<file path="src/logic/pmc_pkg.sv">
// Package of modes, peripheral enable layout and timing counts for the power mode controller.
package pmc_pkg;

  // Device power modes, one-hot.
  typedef enum logic [5:0] {
    PMC_RUN      = 6'h01,
    PMC_VLP_RUN  = 6'h02,
    PMC_WAIT     = 6'h04,
    PMC_VLP_WAIT = 6'h08,
    PMC_STOP     = 6'h10,
    PMC_VLP_STOP = 6'h20
  } pmc_mode_e;

  // Controller sequencing states, one-hot.
  typedef enum logic [3:0] {
    PMC_ST_IDLE   = 4'h1,
    PMC_ST_SLEEP  = 4'h2,
    PMC_ST_WAKE   = 4'h4,
    PMC_ST_RESUME = 4'h8
  } pmc_state_e;

  // Peripheral clock enable vector bit positions.
  localparam int PMC_PB_ADC          = 0;
  localparam int PMC_PB_COMPARATOR   = 1;
  localparam int PMC_PB_TICK_TMR     = 2;
  localparam int PMC_PB_RTC          = 3;
  localparam int PMC_PB_PORT         = 4;
  localparam int PMC_PB_XTAL         = 5;
  localparam int PMC_PB_PERIODIC_TMR = 6;
  localparam int PMC_PB_PROG_IO      = 7;
  localparam int PMC_PB_SERIAL       = 8;
  localparam int PMC_PB_DMA          = 9;
  localparam int PMC_PB_OTHER        = 10;
  localparam int PMC_PERIPH_W        = 11;

  // Peripheral sets kept clocked in run and wait, and in each stop-class mode.
  localparam logic [10:0] PMC_PERIPH_ALL      = 11'h7ff;
  localparam logic [10:0] PMC_PERIPH_STOP     = 11'h01f;
  localparam logic [10:0] PMC_PERIPH_VLP_STOP = 11'h3ef;

  // Clock settle time before the core is released, and its cycle count at 50 MHz.
  localparam int PMC_CLK_MHZ         = 50;
  localparam int PMC_SETTLE_NS       = 100;
  localparam int PMC_SETTLE_CYC      = (PMC_SETTLE_NS * PMC_CLK_MHZ + 999) / 1000;
  localparam logic [7:0] PMC_SETTLE_CNT = 8'(PMC_SETTLE_CYC);

  // Low-power configuration from the system mode controller.
  typedef struct packed {
    logic deep_sleep;   // Sleep request selects stop class when set.
    logic vlp_select;      // Very low power variant of stop.
    logic vlp_run_request; // Run in very low power run.
  } pmc_cfg_s;

  // Control outputs to clocks, core and monitors.
  typedef struct packed {
    pmc_mode_e           mode;
    logic                core_clk_en;
    logic                reduced_freq;
    logic                low_voltage_monitor_en;
    logic                nested_vector_irq_clk_en;
    logic                async_wake_irq_en;
    logic                sram_retain;
    logic                reg_retain;
    logic [10:0]         periph_clk_en;
  } pmc_ctrl_s;

  // Mode decode used by the controller and its assertion checker.
  function automatic logic pmc_is_stop(input pmc_mode_e m);
    return (m == PMC_STOP) || (m == PMC_VLP_STOP);
  endfunction

endpackage

</file>
<file path="src/logic/pmc_power_mode_ctrl.sv">
// Power mode controller that maps core sleep requests onto the six device modes.
// Overview of operation
// - A sleep instruction enters wait-class or stop-class mode per configuration.
// - Both run modes keep the core active with all peripherals.
// - Normal run keeps every module at full clocking.
// - Very low power run reduces clocks and disables the voltage monitor.
// - Wait sleeps the core with all peripherals enabled.
// - Very low power wait sleeps core, reduces clocks, voltage monitor off.
// - Wait-class modes wake through the nested interrupt controller.
// - Stop-class modes wake through the asynchronous wake controller.
// - Stop gates most peripheral clocks leaving them static.
// - Stop retains registers and SRAM with voltage monitor active.
// - Stop keeps converter, comparator, tick timer, clock, pin interrupts running.
// - Very low power stop retains SRAM and keeps listed peripherals running.
// - Very low power stop disables voltage monitor and nested controller.
// - Asynchronous wake restarts clocks before nested controller handles interrupt.
// - Any enabled pin interrupt wakes from stop-class modes.
`timescale 1ns/10ps
module pmc_power_mode_ctrl
  import pmc_pkg::*;
#(
  parameter int PIN_W = 8
) (
  // Clock and reset.
  input  wire logic             ref_clk,
  input  wire logic             nrst,
  // Core sleep request and configuration.
  input  wire logic             wait_for_interrupt_instr,
  input  wire logic             wait_for_event_instr,
  input  wire pmc_cfg_s         cfg,
  // Wake sources.
  input  wire logic             nested_vector_irq_pending,
  input  wire logic [PIN_W-1:0] pin_irq,
  input  wire logic [PIN_W-1:0] pin_irq_en,
  input  wire logic             periph_wake,
  // Control outputs.
  output pmc_ctrl_s             ctrl_q,
  output logic                  wake_req_q,
  output logic                  busy_q
);

  // Sequencer state: the step of the sleep and wake sequence, the run mode to
  // return to, the control word shown on the outputs, the settle counter, the
  // wake strobe towards clock control and the registered busy flag.
  typedef struct packed {
    pmc_state_e state;
    pmc_mode_e  run_mode;
    pmc_ctrl_s  ctrl;
    logic [7:0] cnt;
    logic       wake_req;
    logic       busy;
  } pmc_top_s;

  // Registered state and its next value.
  pmc_top_s s_q;
  pmc_top_s s_d;

  // Wake detector hand-over.
  logic     async_wake;
  logic     wake_armed;

  // Control word for a given mode. Every field is written in every branch so
  // that the meaning of each mode reads off one place, and so that no field
  // silently keeps the value that a neighbouring mode happens to need.
  function automatic pmc_ctrl_s mode_ctrl(input pmc_mode_e m);
    pmc_ctrl_s c;
    c = '0;
    unique case (m)
      // Normal run: core clocked at full speed, every module clocked.
      PMC_RUN: begin
        c.mode                     = PMC_RUN;
        c.core_clk_en              = 1'b1;
        c.reduced_freq             = 1'b0;
        c.low_voltage_monitor_en   = 1'b1;
        c.nested_vector_irq_clk_en = 1'b1;
        c.async_wake_irq_en        = 1'b0;
        c.sram_retain              = 1'b1;
        c.reg_retain               = 1'b1;
        c.periph_clk_en            = PMC_PERIPH_ALL;
      end
      // Very low power run: core and modules on the reduced clock, monitor off.
      PMC_VLP_RUN: begin
        c.mode                     = PMC_VLP_RUN;
        c.core_clk_en              = 1'b1;
        c.reduced_freq             = 1'b1;
        c.low_voltage_monitor_en   = 1'b0;
        c.nested_vector_irq_clk_en = 1'b1;
        c.async_wake_irq_en        = 1'b0;
        c.sram_retain              = 1'b1;
        c.reg_retain               = 1'b1;
        c.periph_clk_en            = PMC_PERIPH_ALL;
      end
      // Wait: core asleep, every peripheral still clocked as programmed.
      PMC_WAIT: begin
        c.mode                     = PMC_WAIT;
        c.core_clk_en              = 1'b0;
        c.reduced_freq             = 1'b0;
        c.low_voltage_monitor_en   = 1'b1;
        c.nested_vector_irq_clk_en = 1'b1;
        c.async_wake_irq_en        = 1'b0;
        c.sram_retain              = 1'b1;
        c.reg_retain               = 1'b1;
        c.periph_clk_en            = PMC_PERIPH_ALL;
      end
      // Very low power wait: core asleep, reduced clock, monitor off.
      PMC_VLP_WAIT: begin
        c.mode                     = PMC_VLP_WAIT;
        c.core_clk_en              = 1'b0;
        c.reduced_freq             = 1'b1;
        c.low_voltage_monitor_en   = 1'b0;
        c.nested_vector_irq_clk_en = 1'b1;
        c.async_wake_irq_en        = 1'b0;
        c.sram_retain              = 1'b1;
        c.reg_retain               = 1'b1;
        c.periph_clk_en            = PMC_PERIPH_ALL;
      end
      // Stop: most clocks gated, everything retained, monitor kept on.
      PMC_STOP: begin
        c.mode                     = PMC_STOP;
        c.core_clk_en              = 1'b0;
        c.reduced_freq             = 1'b0;
        c.low_voltage_monitor_en   = 1'b1;
        c.nested_vector_irq_clk_en = 1'b0;
        c.async_wake_irq_en        = 1'b1;
        c.sram_retain              = 1'b1;
        c.reg_retain               = 1'b1;
        c.periph_clk_en            = PMC_PERIPH_STOP;
      end
      // Very low power stop: only memory kept, a wider set of wake-capable
      // peripherals stays clocked, monitor and nested controller are off.
      PMC_VLP_STOP: begin
        c.mode                     = PMC_VLP_STOP;
        c.core_clk_en              = 1'b0;
        c.reduced_freq             = 1'b0;
        c.low_voltage_monitor_en   = 1'b0;
        c.nested_vector_irq_clk_en = 1'b0;
        c.async_wake_irq_en        = 1'b1;
        c.sram_retain              = 1'b1;
        c.reg_retain               = 1'b0;
        c.periph_clk_en            = PMC_PERIPH_VLP_STOP;
      end
      // An illegal mode code falls back to the safe, fully clocked run word.
      default: begin
        c.mode                     = PMC_RUN;
        c.core_clk_en              = 1'b1;
        c.reduced_freq             = 1'b0;
        c.low_voltage_monitor_en   = 1'b1;
        c.nested_vector_irq_clk_en = 1'b1;
        c.async_wake_irq_en        = 1'b0;
        c.sram_retain              = 1'b1;
        c.reg_retain               = 1'b1;
        c.periph_clk_en            = PMC_PERIPH_ALL;
      end
    endcase
    return c;
  endfunction

  // Control word while clocks come back after a wake: the run-mode clocks are
  // restored first and the core stays off until the sequence reaches idle,
  // so the core never runs on a clock that is still settling.
  function automatic pmc_ctrl_s resume_ctrl(input pmc_mode_e m);
    pmc_ctrl_s c;
    c             = mode_ctrl(m);
    c.core_clk_en = 1'b0;
    return c;
  endfunction

  // Sleep mode for a request: stop class when deep sleep is set, otherwise
  // the wait-class mode that matches the run mode in force.
  function automatic pmc_mode_e sleep_mode(input pmc_cfg_s c, input pmc_mode_e run);
    pmc_mode_e m;
    if (c.deep_sleep) begin
      m = c.vlp_select ? PMC_VLP_STOP : PMC_STOP;
    end else begin
      m = (run == PMC_VLP_RUN) ? PMC_VLP_WAIT : PMC_WAIT;
    end
    return m;
  endfunction

  // The detector listens only while a stop-class sleep is in force, so that a
  // pin event seen in run or wait cannot leave a stale wake behind.
  assign wake_armed = (s_q.state == PMC_ST_SLEEP) && pmc_is_stop(s_q.ctrl.mode);

  // Stop-class wake detector; it needs no clock gating of its own because it
  // sits on the free-running controller clock.
  pmc_wake_detect #(
    .PIN_W (PIN_W)
  ) u_wake (
    .ref_clk     (ref_clk),
    .nrst        (nrst),
    .pin_irq     (pin_irq),
    .pin_irq_en  (pin_irq_en),
    .periph_wake (periph_wake),
    .armed       (wake_armed),
    .wake_q      (async_wake)
  );

  // Next-state logic for mode sequencing. A request is only taken in idle;
  // once the sequence has left idle, further sleep instructions are dropped
  // without trace until the return to run has completed.
  always_comb begin
    s_d          = s_q;
    s_d.wake_req = 1'b0;
    unique case (s_q.state)
      // Idle: follow the run-mode request and take a sleep instruction.
      PMC_ST_IDLE: begin
        s_d.run_mode = cfg.vlp_run_request ? PMC_VLP_RUN : PMC_RUN;
        s_d.ctrl     = mode_ctrl(s_d.run_mode);
        if (wait_for_interrupt_instr || wait_for_event_instr) begin
          s_d.state = PMC_ST_SLEEP;
          s_d.ctrl  = mode_ctrl(sleep_mode(cfg, s_d.run_mode));
        end
      end
      // Sleep: wait-class modes leave on a pending nested interrupt, while
      // stop-class modes leave only through the asynchronous detector, as the
      // nested controller has no clock there.
      PMC_ST_SLEEP: begin
        if (pmc_is_stop(s_q.ctrl.mode)) begin
          if (async_wake) begin
            s_d.state    = PMC_ST_WAKE;
            s_d.wake_req = 1'b1;
            s_d.ctrl     = resume_ctrl(s_q.run_mode);
            s_d.cnt      = PMC_SETTLE_CNT;
          end
        end else if (nested_vector_irq_pending) begin
          s_d.state = PMC_ST_RESUME;
          s_d.ctrl  = resume_ctrl(s_q.run_mode);
        end
      end
      // Wake: clocks are back on, count out the settle time.
      PMC_ST_WAKE: begin
        if (s_q.cnt <= 8'h01) begin
          s_d.state = PMC_ST_RESUME;
        end else begin
          s_d.cnt = s_q.cnt - 8'h01;
        end
      end
      // Resume: release the core into the run mode held from before entry.
      PMC_ST_RESUME: begin
        s_d.state = PMC_ST_IDLE;
        s_d.ctrl  = mode_ctrl(s_q.run_mode);
      end
      // An illegal state code returns to idle in the remembered run mode.
      default: begin
        s_d.state = PMC_ST_IDLE;
        s_d.ctrl  = mode_ctrl(s_q.run_mode);
      end
    endcase
    // Busy follows the next state so that it can leave a flip-flop.
    s_d.busy = (s_d.state != PMC_ST_IDLE);
  end

  // Register the state; reset puts the device in normal run, not busy.
  always_ff @(posedge ref_clk) begin
    if (!nrst) begin
      s_q.state    <= PMC_ST_IDLE;
      s_q.run_mode <= PMC_RUN;
      s_q.ctrl     <= '{mode: PMC_RUN, core_clk_en: 1'b1, reduced_freq: 1'b0,
                        low_voltage_monitor_en: 1'b1, nested_vector_irq_clk_en: 1'b1,
                        async_wake_irq_en: 1'b0, sram_retain: 1'b1, reg_retain: 1'b1,
                        periph_clk_en: PMC_PERIPH_ALL};
      s_q.cnt      <= 8'h00;
      s_q.wake_req <= 1'b0;
      s_q.busy     <= 1'b0;
    end else begin
      s_q <= s_d;
    end
  end

  // Outputs straight from flip-flops.
  assign ctrl_q     = s_q.ctrl;
  assign wake_req_q = s_q.wake_req;
  assign busy_q     = s_q.busy;

endmodule

</file>
<file path="src/logic/pmc_wake_detect.sv">
// Asynchronous-path wake detector that gathers enabled pin and peripheral wake events.
`timescale 1ns/10ps
module pmc_wake_detect
  import pmc_pkg::*;
#(
  parameter int PIN_W = 8
) (
  // Clock and reset.
  input  wire logic             ref_clk,
  input  wire logic             nrst,
  // Wake sources.
  input  wire logic [PIN_W-1:0] pin_irq,
  input  wire logic [PIN_W-1:0] pin_irq_en,
  input  wire logic             periph_wake,
  input  wire logic             armed,
  // Result.
  output logic                  wake_q
);

  typedef struct packed {
    logic wake;
  } pmc_wd_s;

  pmc_wd_s s_q;
  pmc_wd_s s_d;

  // Latch any enabled pin interrupt or peripheral wake while armed.
  always_comb begin
    s_d = s_q;
    if (!armed) begin
      s_d.wake = 1'b0;
    end else if (|(pin_irq & pin_irq_en) || periph_wake) begin
      s_d.wake = 1'b1;
    end
  end

  // Register the state.
  always_ff @(posedge ref_clk) begin
    if (!nrst) begin
      s_q <= '0;
    end else begin
      s_q <= s_d;
    end
  end

  assign wake_q = s_q.wake;

endmodule

</file>
<file path="config.mk">
export PLATFORM = sky130hd
export DESIGN_NAME = pmc_power_mode_ctrl
export DESIGN_NICKNAME = d
export VERILOG_FILES = /design/src/logic/pmc_pkg.sv /design/src/logic/pmc_power_mode_ctrl.sv /design/src/logic/pmc_wake_detect.sv
export SDC_FILE = /design/constraint.sdc
export NUM_CORES = 1
export LEC_CHECK = 0
export BUFFER_PORTS_ARGS = -buffer_cell sky130_fd_sc_hd__buf_2
export CAP_MARGIN = 40
export CELL_PAD_IN_SITES_DETAIL_PLACEMENT = 0
export CELL_PAD_IN_SITES_GLOBAL_PLACEMENT = 1
export CORE_MARGIN = 2
export CORE_UTILIZATION = 34
export DETAILED_ROUTE_END_ITERATION = 8
export PLACE_DENSITY = 0.77
export SYNTH_ARGS = -nofsm -noshare
export SYNTH_HDL_FRONTEND = slang
export SYNTH_SLANG_ARGS = --single-unit
export TNS_END_PERCENT = 50
</file>
<file path="constraint.sdc">
create_clock -name ref_clk -period 1.9 [get_ports ref_clk]
set_input_delay 0.38 -clock ref_clk [delete_from_list [all_inputs] [get_ports ref_clk]]
set_output_delay 0.38 -clock ref_clk [all_outputs]
set_load 0.02 [all_outputs]
</file>
== Word-level counts from Yosys, hierarchy flattened ==
Cells that the tools add are included.
Word-level totals
  logic and storage cells: 78
  input bits: 25
  output and inout bits: 26
  register bits: 45
Operators by class
  reduce and logical (&&, ||, !) cells: 10
  muxes and demuxes: 23
  magnitude comparators: 1
  bitwise operators: 2
  eq/ne operators: 26
  add/subtract/negate cells: 1
Operators with widths (number)
  one-hot mux 24 bit (5 select lines): 3
  2-to-1 mux 24 bit: 3
  one-hot mux 24 bit (3 select lines): 1
  2-to-1 mux 33 bit: 1
  2-to-1 mux 4 bit: 6
  2-to-1 mux 6 bit: 4
  equality test 6 x 5 -> 1 bit (second input constant): 3
  equality test 6 bit (second input constant): 3
  one-hot mux 8 bit (2 select lines): 1
  equality test 6 x 2 -> 1 bit (second input constant): 2
  equality test 6 x 3 -> 1 bit (second input constant): 2
  equality test 6 x 4 -> 1 bit (second input constant): 2
  one-hot mux 4 bit (3 select lines): 1
  2-to-1 mux 9 bit: 1
  bitwise AND 8 bit: 1
  less-or-equal comparator 8 x 1 -> 1 bit (second input constant): 1
  2-to-1 mux 8 bit: 1
  OR reduction 8 bit: 1
  subtractor 8 x 1 -> 8 bit (second input constant): 1
  equality test 2 x 6 -> 1 bit (second input constant): 1
  != test 3 x 2 -> 1 bit (second input constant): 2
  AND reduction 3 bit: 2
  equality test 2 x 5 -> 1 bit (second input constant): 1
  equality test 2 x 4 -> 1 bit (second input constant): 1
  15 further kinds: 18

== Logic depth before layout (Yosys ltp) ==
  depth after elaboration: 10
  gate-level depth with buffers: 6
  gate-level depth less buffers: 5

== Cells and area by module ==
A second synthesis with hierarchy kept.
Unflattened totals
  cells, all modules: 196
  area total of the unflattened synthesis: 1848.0 sq um
Modules (own cells, without submodules)
  pmc_power_mode_ctrl: cells each 189, seq. area each 600.6 sq um, times used 1, area an instance 1776.7 sq um
  pmc_wake_detect: cells each 7, seq. area each 20.0 sq um, times used 1, area an instance 71.3 sq um

== Least setup slack after synthesis ==
No wires, ideal clock.
  path kind: register -> register
  from: register s_q[41] (netlist name)
  to: register s_q[2] (netlist name)
  data arrival time: 1610 ps
  buffers on the path: 1
  required time: 1781 ps
  cell stages (with the launch flop): 6
  slack: 171 ps
  library setup time: 119 ps
  path through: dfxtp_1 or4b_4 a31oi_4 buf_4 nor3_1 o221a_1
Between the ends
  cells in the longest elaborated chain, start to end: 3
  elaborated cells between the ends (all ways): 8
  classes of those cells: 5 x eq/ne; 1 x mux; 2 x reduce/logical
Ends and longest elaborated chain
  start, declared: RTL line pmc_power_mode_ctrl.sv:55  | pmc_top_s s_q;
  equality test 4 x 3 -> 1 bit / equality test 4 x 2 -> 1 bit (equally long branches): RTL line pmc_power_mode_ctrl.sv:204  | unique case (s_q.state)
  != test 2 bit (no source line), or another cell as far along
  AND reduction 4 bit (no source line)
Several ways; a longest one is shown, not always the timed one.
A chain may end at the register's enable or synchronous reset.

== Worst setup path in the final report ==
  from: register s_q[40] (netlist name)
  to: register s_q[3] (netlist name)
The elaborated chain is that of the path after synthesis.

==> results.py <==
metrics = {
    "status": {
        "status": "completed",
    },
    "global_routing": {
        "grt_overflow": 0,
        "antenna_found_initial": 0,
        "grt_max_degree": 17,
        "track_usage_pct": 14.7,
        "grt_pass1_wl_mm": 6.24,
        "grt_pass1_vias": 1306,
    },
    "clocking": {
        "clockBufferDepth": 2,
        "htree_levels": 2,
        "clkSinkCount": 31,
        "cts_tree": "built",
        "path_clk_slew_ps": 70,
        "clk_latency_ps": 280,
        "cts_root_buf": "clkbuf_8",
        "cts_buffers": 5,
        "ctsHoldBuffers": 0,
    },
    "placed_design": {
        "dp_hpwl_mm": 2.86,
        "gp_congestion": 0.810,
        "dp_slack_ps": 55.7,
        "portBuffers": 50,
    },
    "synth": {
        "synth_cell_type_count": 57,
        "synth_area_mm2": 0.00169,
        "syn_avg_cell_area_um2": 9.29,
        "ys_seq_area_share_pct": 36.7,
        "synth_ff_type": "dfxtp_1",
        "synthMuxAreaShare_pct": 3.55,
        "yosysTopAreaCellShare_pct": 36.7,
        "synth_compound_area_share_pct": 21.3,
        "synthesis.nets": 209,
        "synth_top_family_by_area": "simple AND/OR/NAND/NOR gates",
        "synthTopCellsByArea": "dfxtp_1 (37%), buf_4 (11%), nand2_1 (3.8%)",
        "yosys_warnings": 0,
        "syn-instance-count": 182,
        "ys_ff_latch": 31,
        "synth_async_sr_flop_share_pct": 0,
        "synthSimpleGateAreaFrac_pct": 22.6,
        "synth_xor_area_share_pct": 0.518,
        "synth_fa_ha_area_share_pct": 1.48,
        "yosysTopAreaCell": "dfxtp_1",
        "synth_edf_count": 0,
    },
    "worst_setup_path": {
        "critical_path_arrival_ps": 2020,
        "end_kind": "flop",
        "critPathLaunchType": "flop",
        "path_max_fanout": 5,
        "worstPathRequired_ps": 2110,
        "critPathKind": "flop to flop",
    },
    "timing": {
        "fmax_ghz": 0.553,
        "fin_crit_sh_pct": 95.1,
        "finClkSkew_ps": 5.77,
        "relSlewSlack_pct": 50.5,
        "hold_viol": 0,
        "worst_pin_slew_ps": 733,
        "rsz0062_at_grt": "false",
        "period_needed_ps": 1810,
        "fin_setup_tns_ps": 0,
        "setup_violations": 0,
        "slew_violations": 0,
        "fin_ws_ps": 93.2,
    },
    "job": {
        "cap_violations": 0,
    },
    "die": {
        "dieWidth_um": 74.5,
        "dieArea_mm2": 0.00556,
        "rows": 25,
        "coreArea_mm2": 0.00475,
        "die_h_um": 74.5,
        "ios": 51,
        "initial_core_util_pct": 35.6,
    },
    "pwr": {
        "power-per-cell-area_mw_per_mm2": 880,
        "p_total_w": 0.00180,
        "leakage_nw": 0.855,
        "ir_drop_v": 0.000307,
    },
    "drt": {
        "drt_iter0_drc": 98,
        "wire_per_inst_um": 13.0,
        "ant_nets": 0,
        "wl_mm": 3.76,
        "viasPerCell": 5.13,
        "drcViolationCount": 0,
        "via_count": 1488,
        "drt_pass1_iterations": 4,
    },
    "final_layout": {
        "layout_common_cells": "buf_2 (50), dfxtp_1 (30), nand2_1 (17)",
        "utilization_pct": 43.0,
        "antennaDiodeCount": 0,
        "final_common_cell": "buf_2",
        "drive_gt1_share_pct": 37.7,
        "area_growth_pct": 20.9,
        "fin_nets": 249,
    },
    "worst_hold_path": {
        "hp-class": "primary input to flop",
    },
}
-- sequential cells by signal (all words and copies together) (netlist names) --
| register | flops |
|---|---|
| busy_q | 1 |
| s_q | 14 |
| ctrl_q | 14 |
| wake_req_q | 1 |
| u_wake.wake_q | 1 |
-- logic make-up (layout without fill, tap and decap cells) --
family / count (synthesis) / in the layout
and+or+nand+nor: 61 / 61
AOI/OAI and AO/OA: 44 / 44
buffers and inverters: 37 / 78
DFF: 31 / 31
muxes: 6 / 6
adders and majority gates: 2 / 2
xor gates and xnor gates: 1 / 1
-- synth_stat cells, types with 3 or more instances --
cell	number
dfxtp_1	31
buf_4	25
nand2_1	17
nor2_1	10
inv_1	8
nor4_1	7
mux2i_1	6
a21oi_1	5
nand2b_1	4
clkbuf_1	3
nand3_1	3
nor3_1	3
o21ai_0	3
-- where the power goes --
group          switching (W)  leakage [nW]  internal [W]
combinational       0.000212         0.540      0.000169
sequential         0.0000407         0.254      0.000702
clock               0.000251        0.0612      0.000424
-- per-stage QoR --
stage | hold slack [ps] | std cells | cell area [um^2]
3_3_place_gp | 440 | 282 | 1920
5_1_grt | 353 | 290 | 2040
3_5_place_dp | 449 | 282 | 1920
6_report | 353 | 290 | 2040
4_1_cts | 344 | 290 | 2040
2_1_floorplan | 432 | 182 | 1690
-- worst paths after layout --
check	startpoint	endpoint	slack, ps	cells past startpoint
worst min-delay path	cfg[2]	ctrl_q[21]$_SDFFE_PN0P_	350	2
worst max-delay path	s_q[40]$_SDFF_PN1_	s_q[3]$_SDFFE_PN0P_	90	4
worst min register to register	s_q[35]$_SDFFE_PN0P_	s_q[35]$_SDFFE_PN0P_	450	2
worst max register to register	s_q[40]$_SDFF_PN1_	s_q[3]$_SDFFE_PN0P_	90	4
-- cell type report --
type / instances / area (um^2)
Timing Repair Buffer: 62 / 353
Clock buffer: 6 / 82.6
Fill cell: 495 / 2710
Sequential cell: 31 / 622
Clock inverter: 2 / 35.0
Multi-Input combinational cell: 114 / 838
Tap cell: 67 / 83.8
Inverter: 8 / 30.0
-- routing by layer --
metal	global-route usage, %	wire [um]	share of wire (%)
met3	3.79	267	7.1
met1	21.5	1810	48
met4	5.36	57	1.5
met2	20.7	1620	43
met5	0	0	0
-- critical path, stage by stage (launching register included) --
cell     delay [ps]
dfxtp_1         320
buf_4           150
or4b_1          580
or4_1           520
a21oi_1         170
-- repair_timing --
action	CTS	global route
setup endpoints to repair	0	4
setup buffers	0	0
gates resized for setup	0	3
Power figures use the tool's default switching activity.
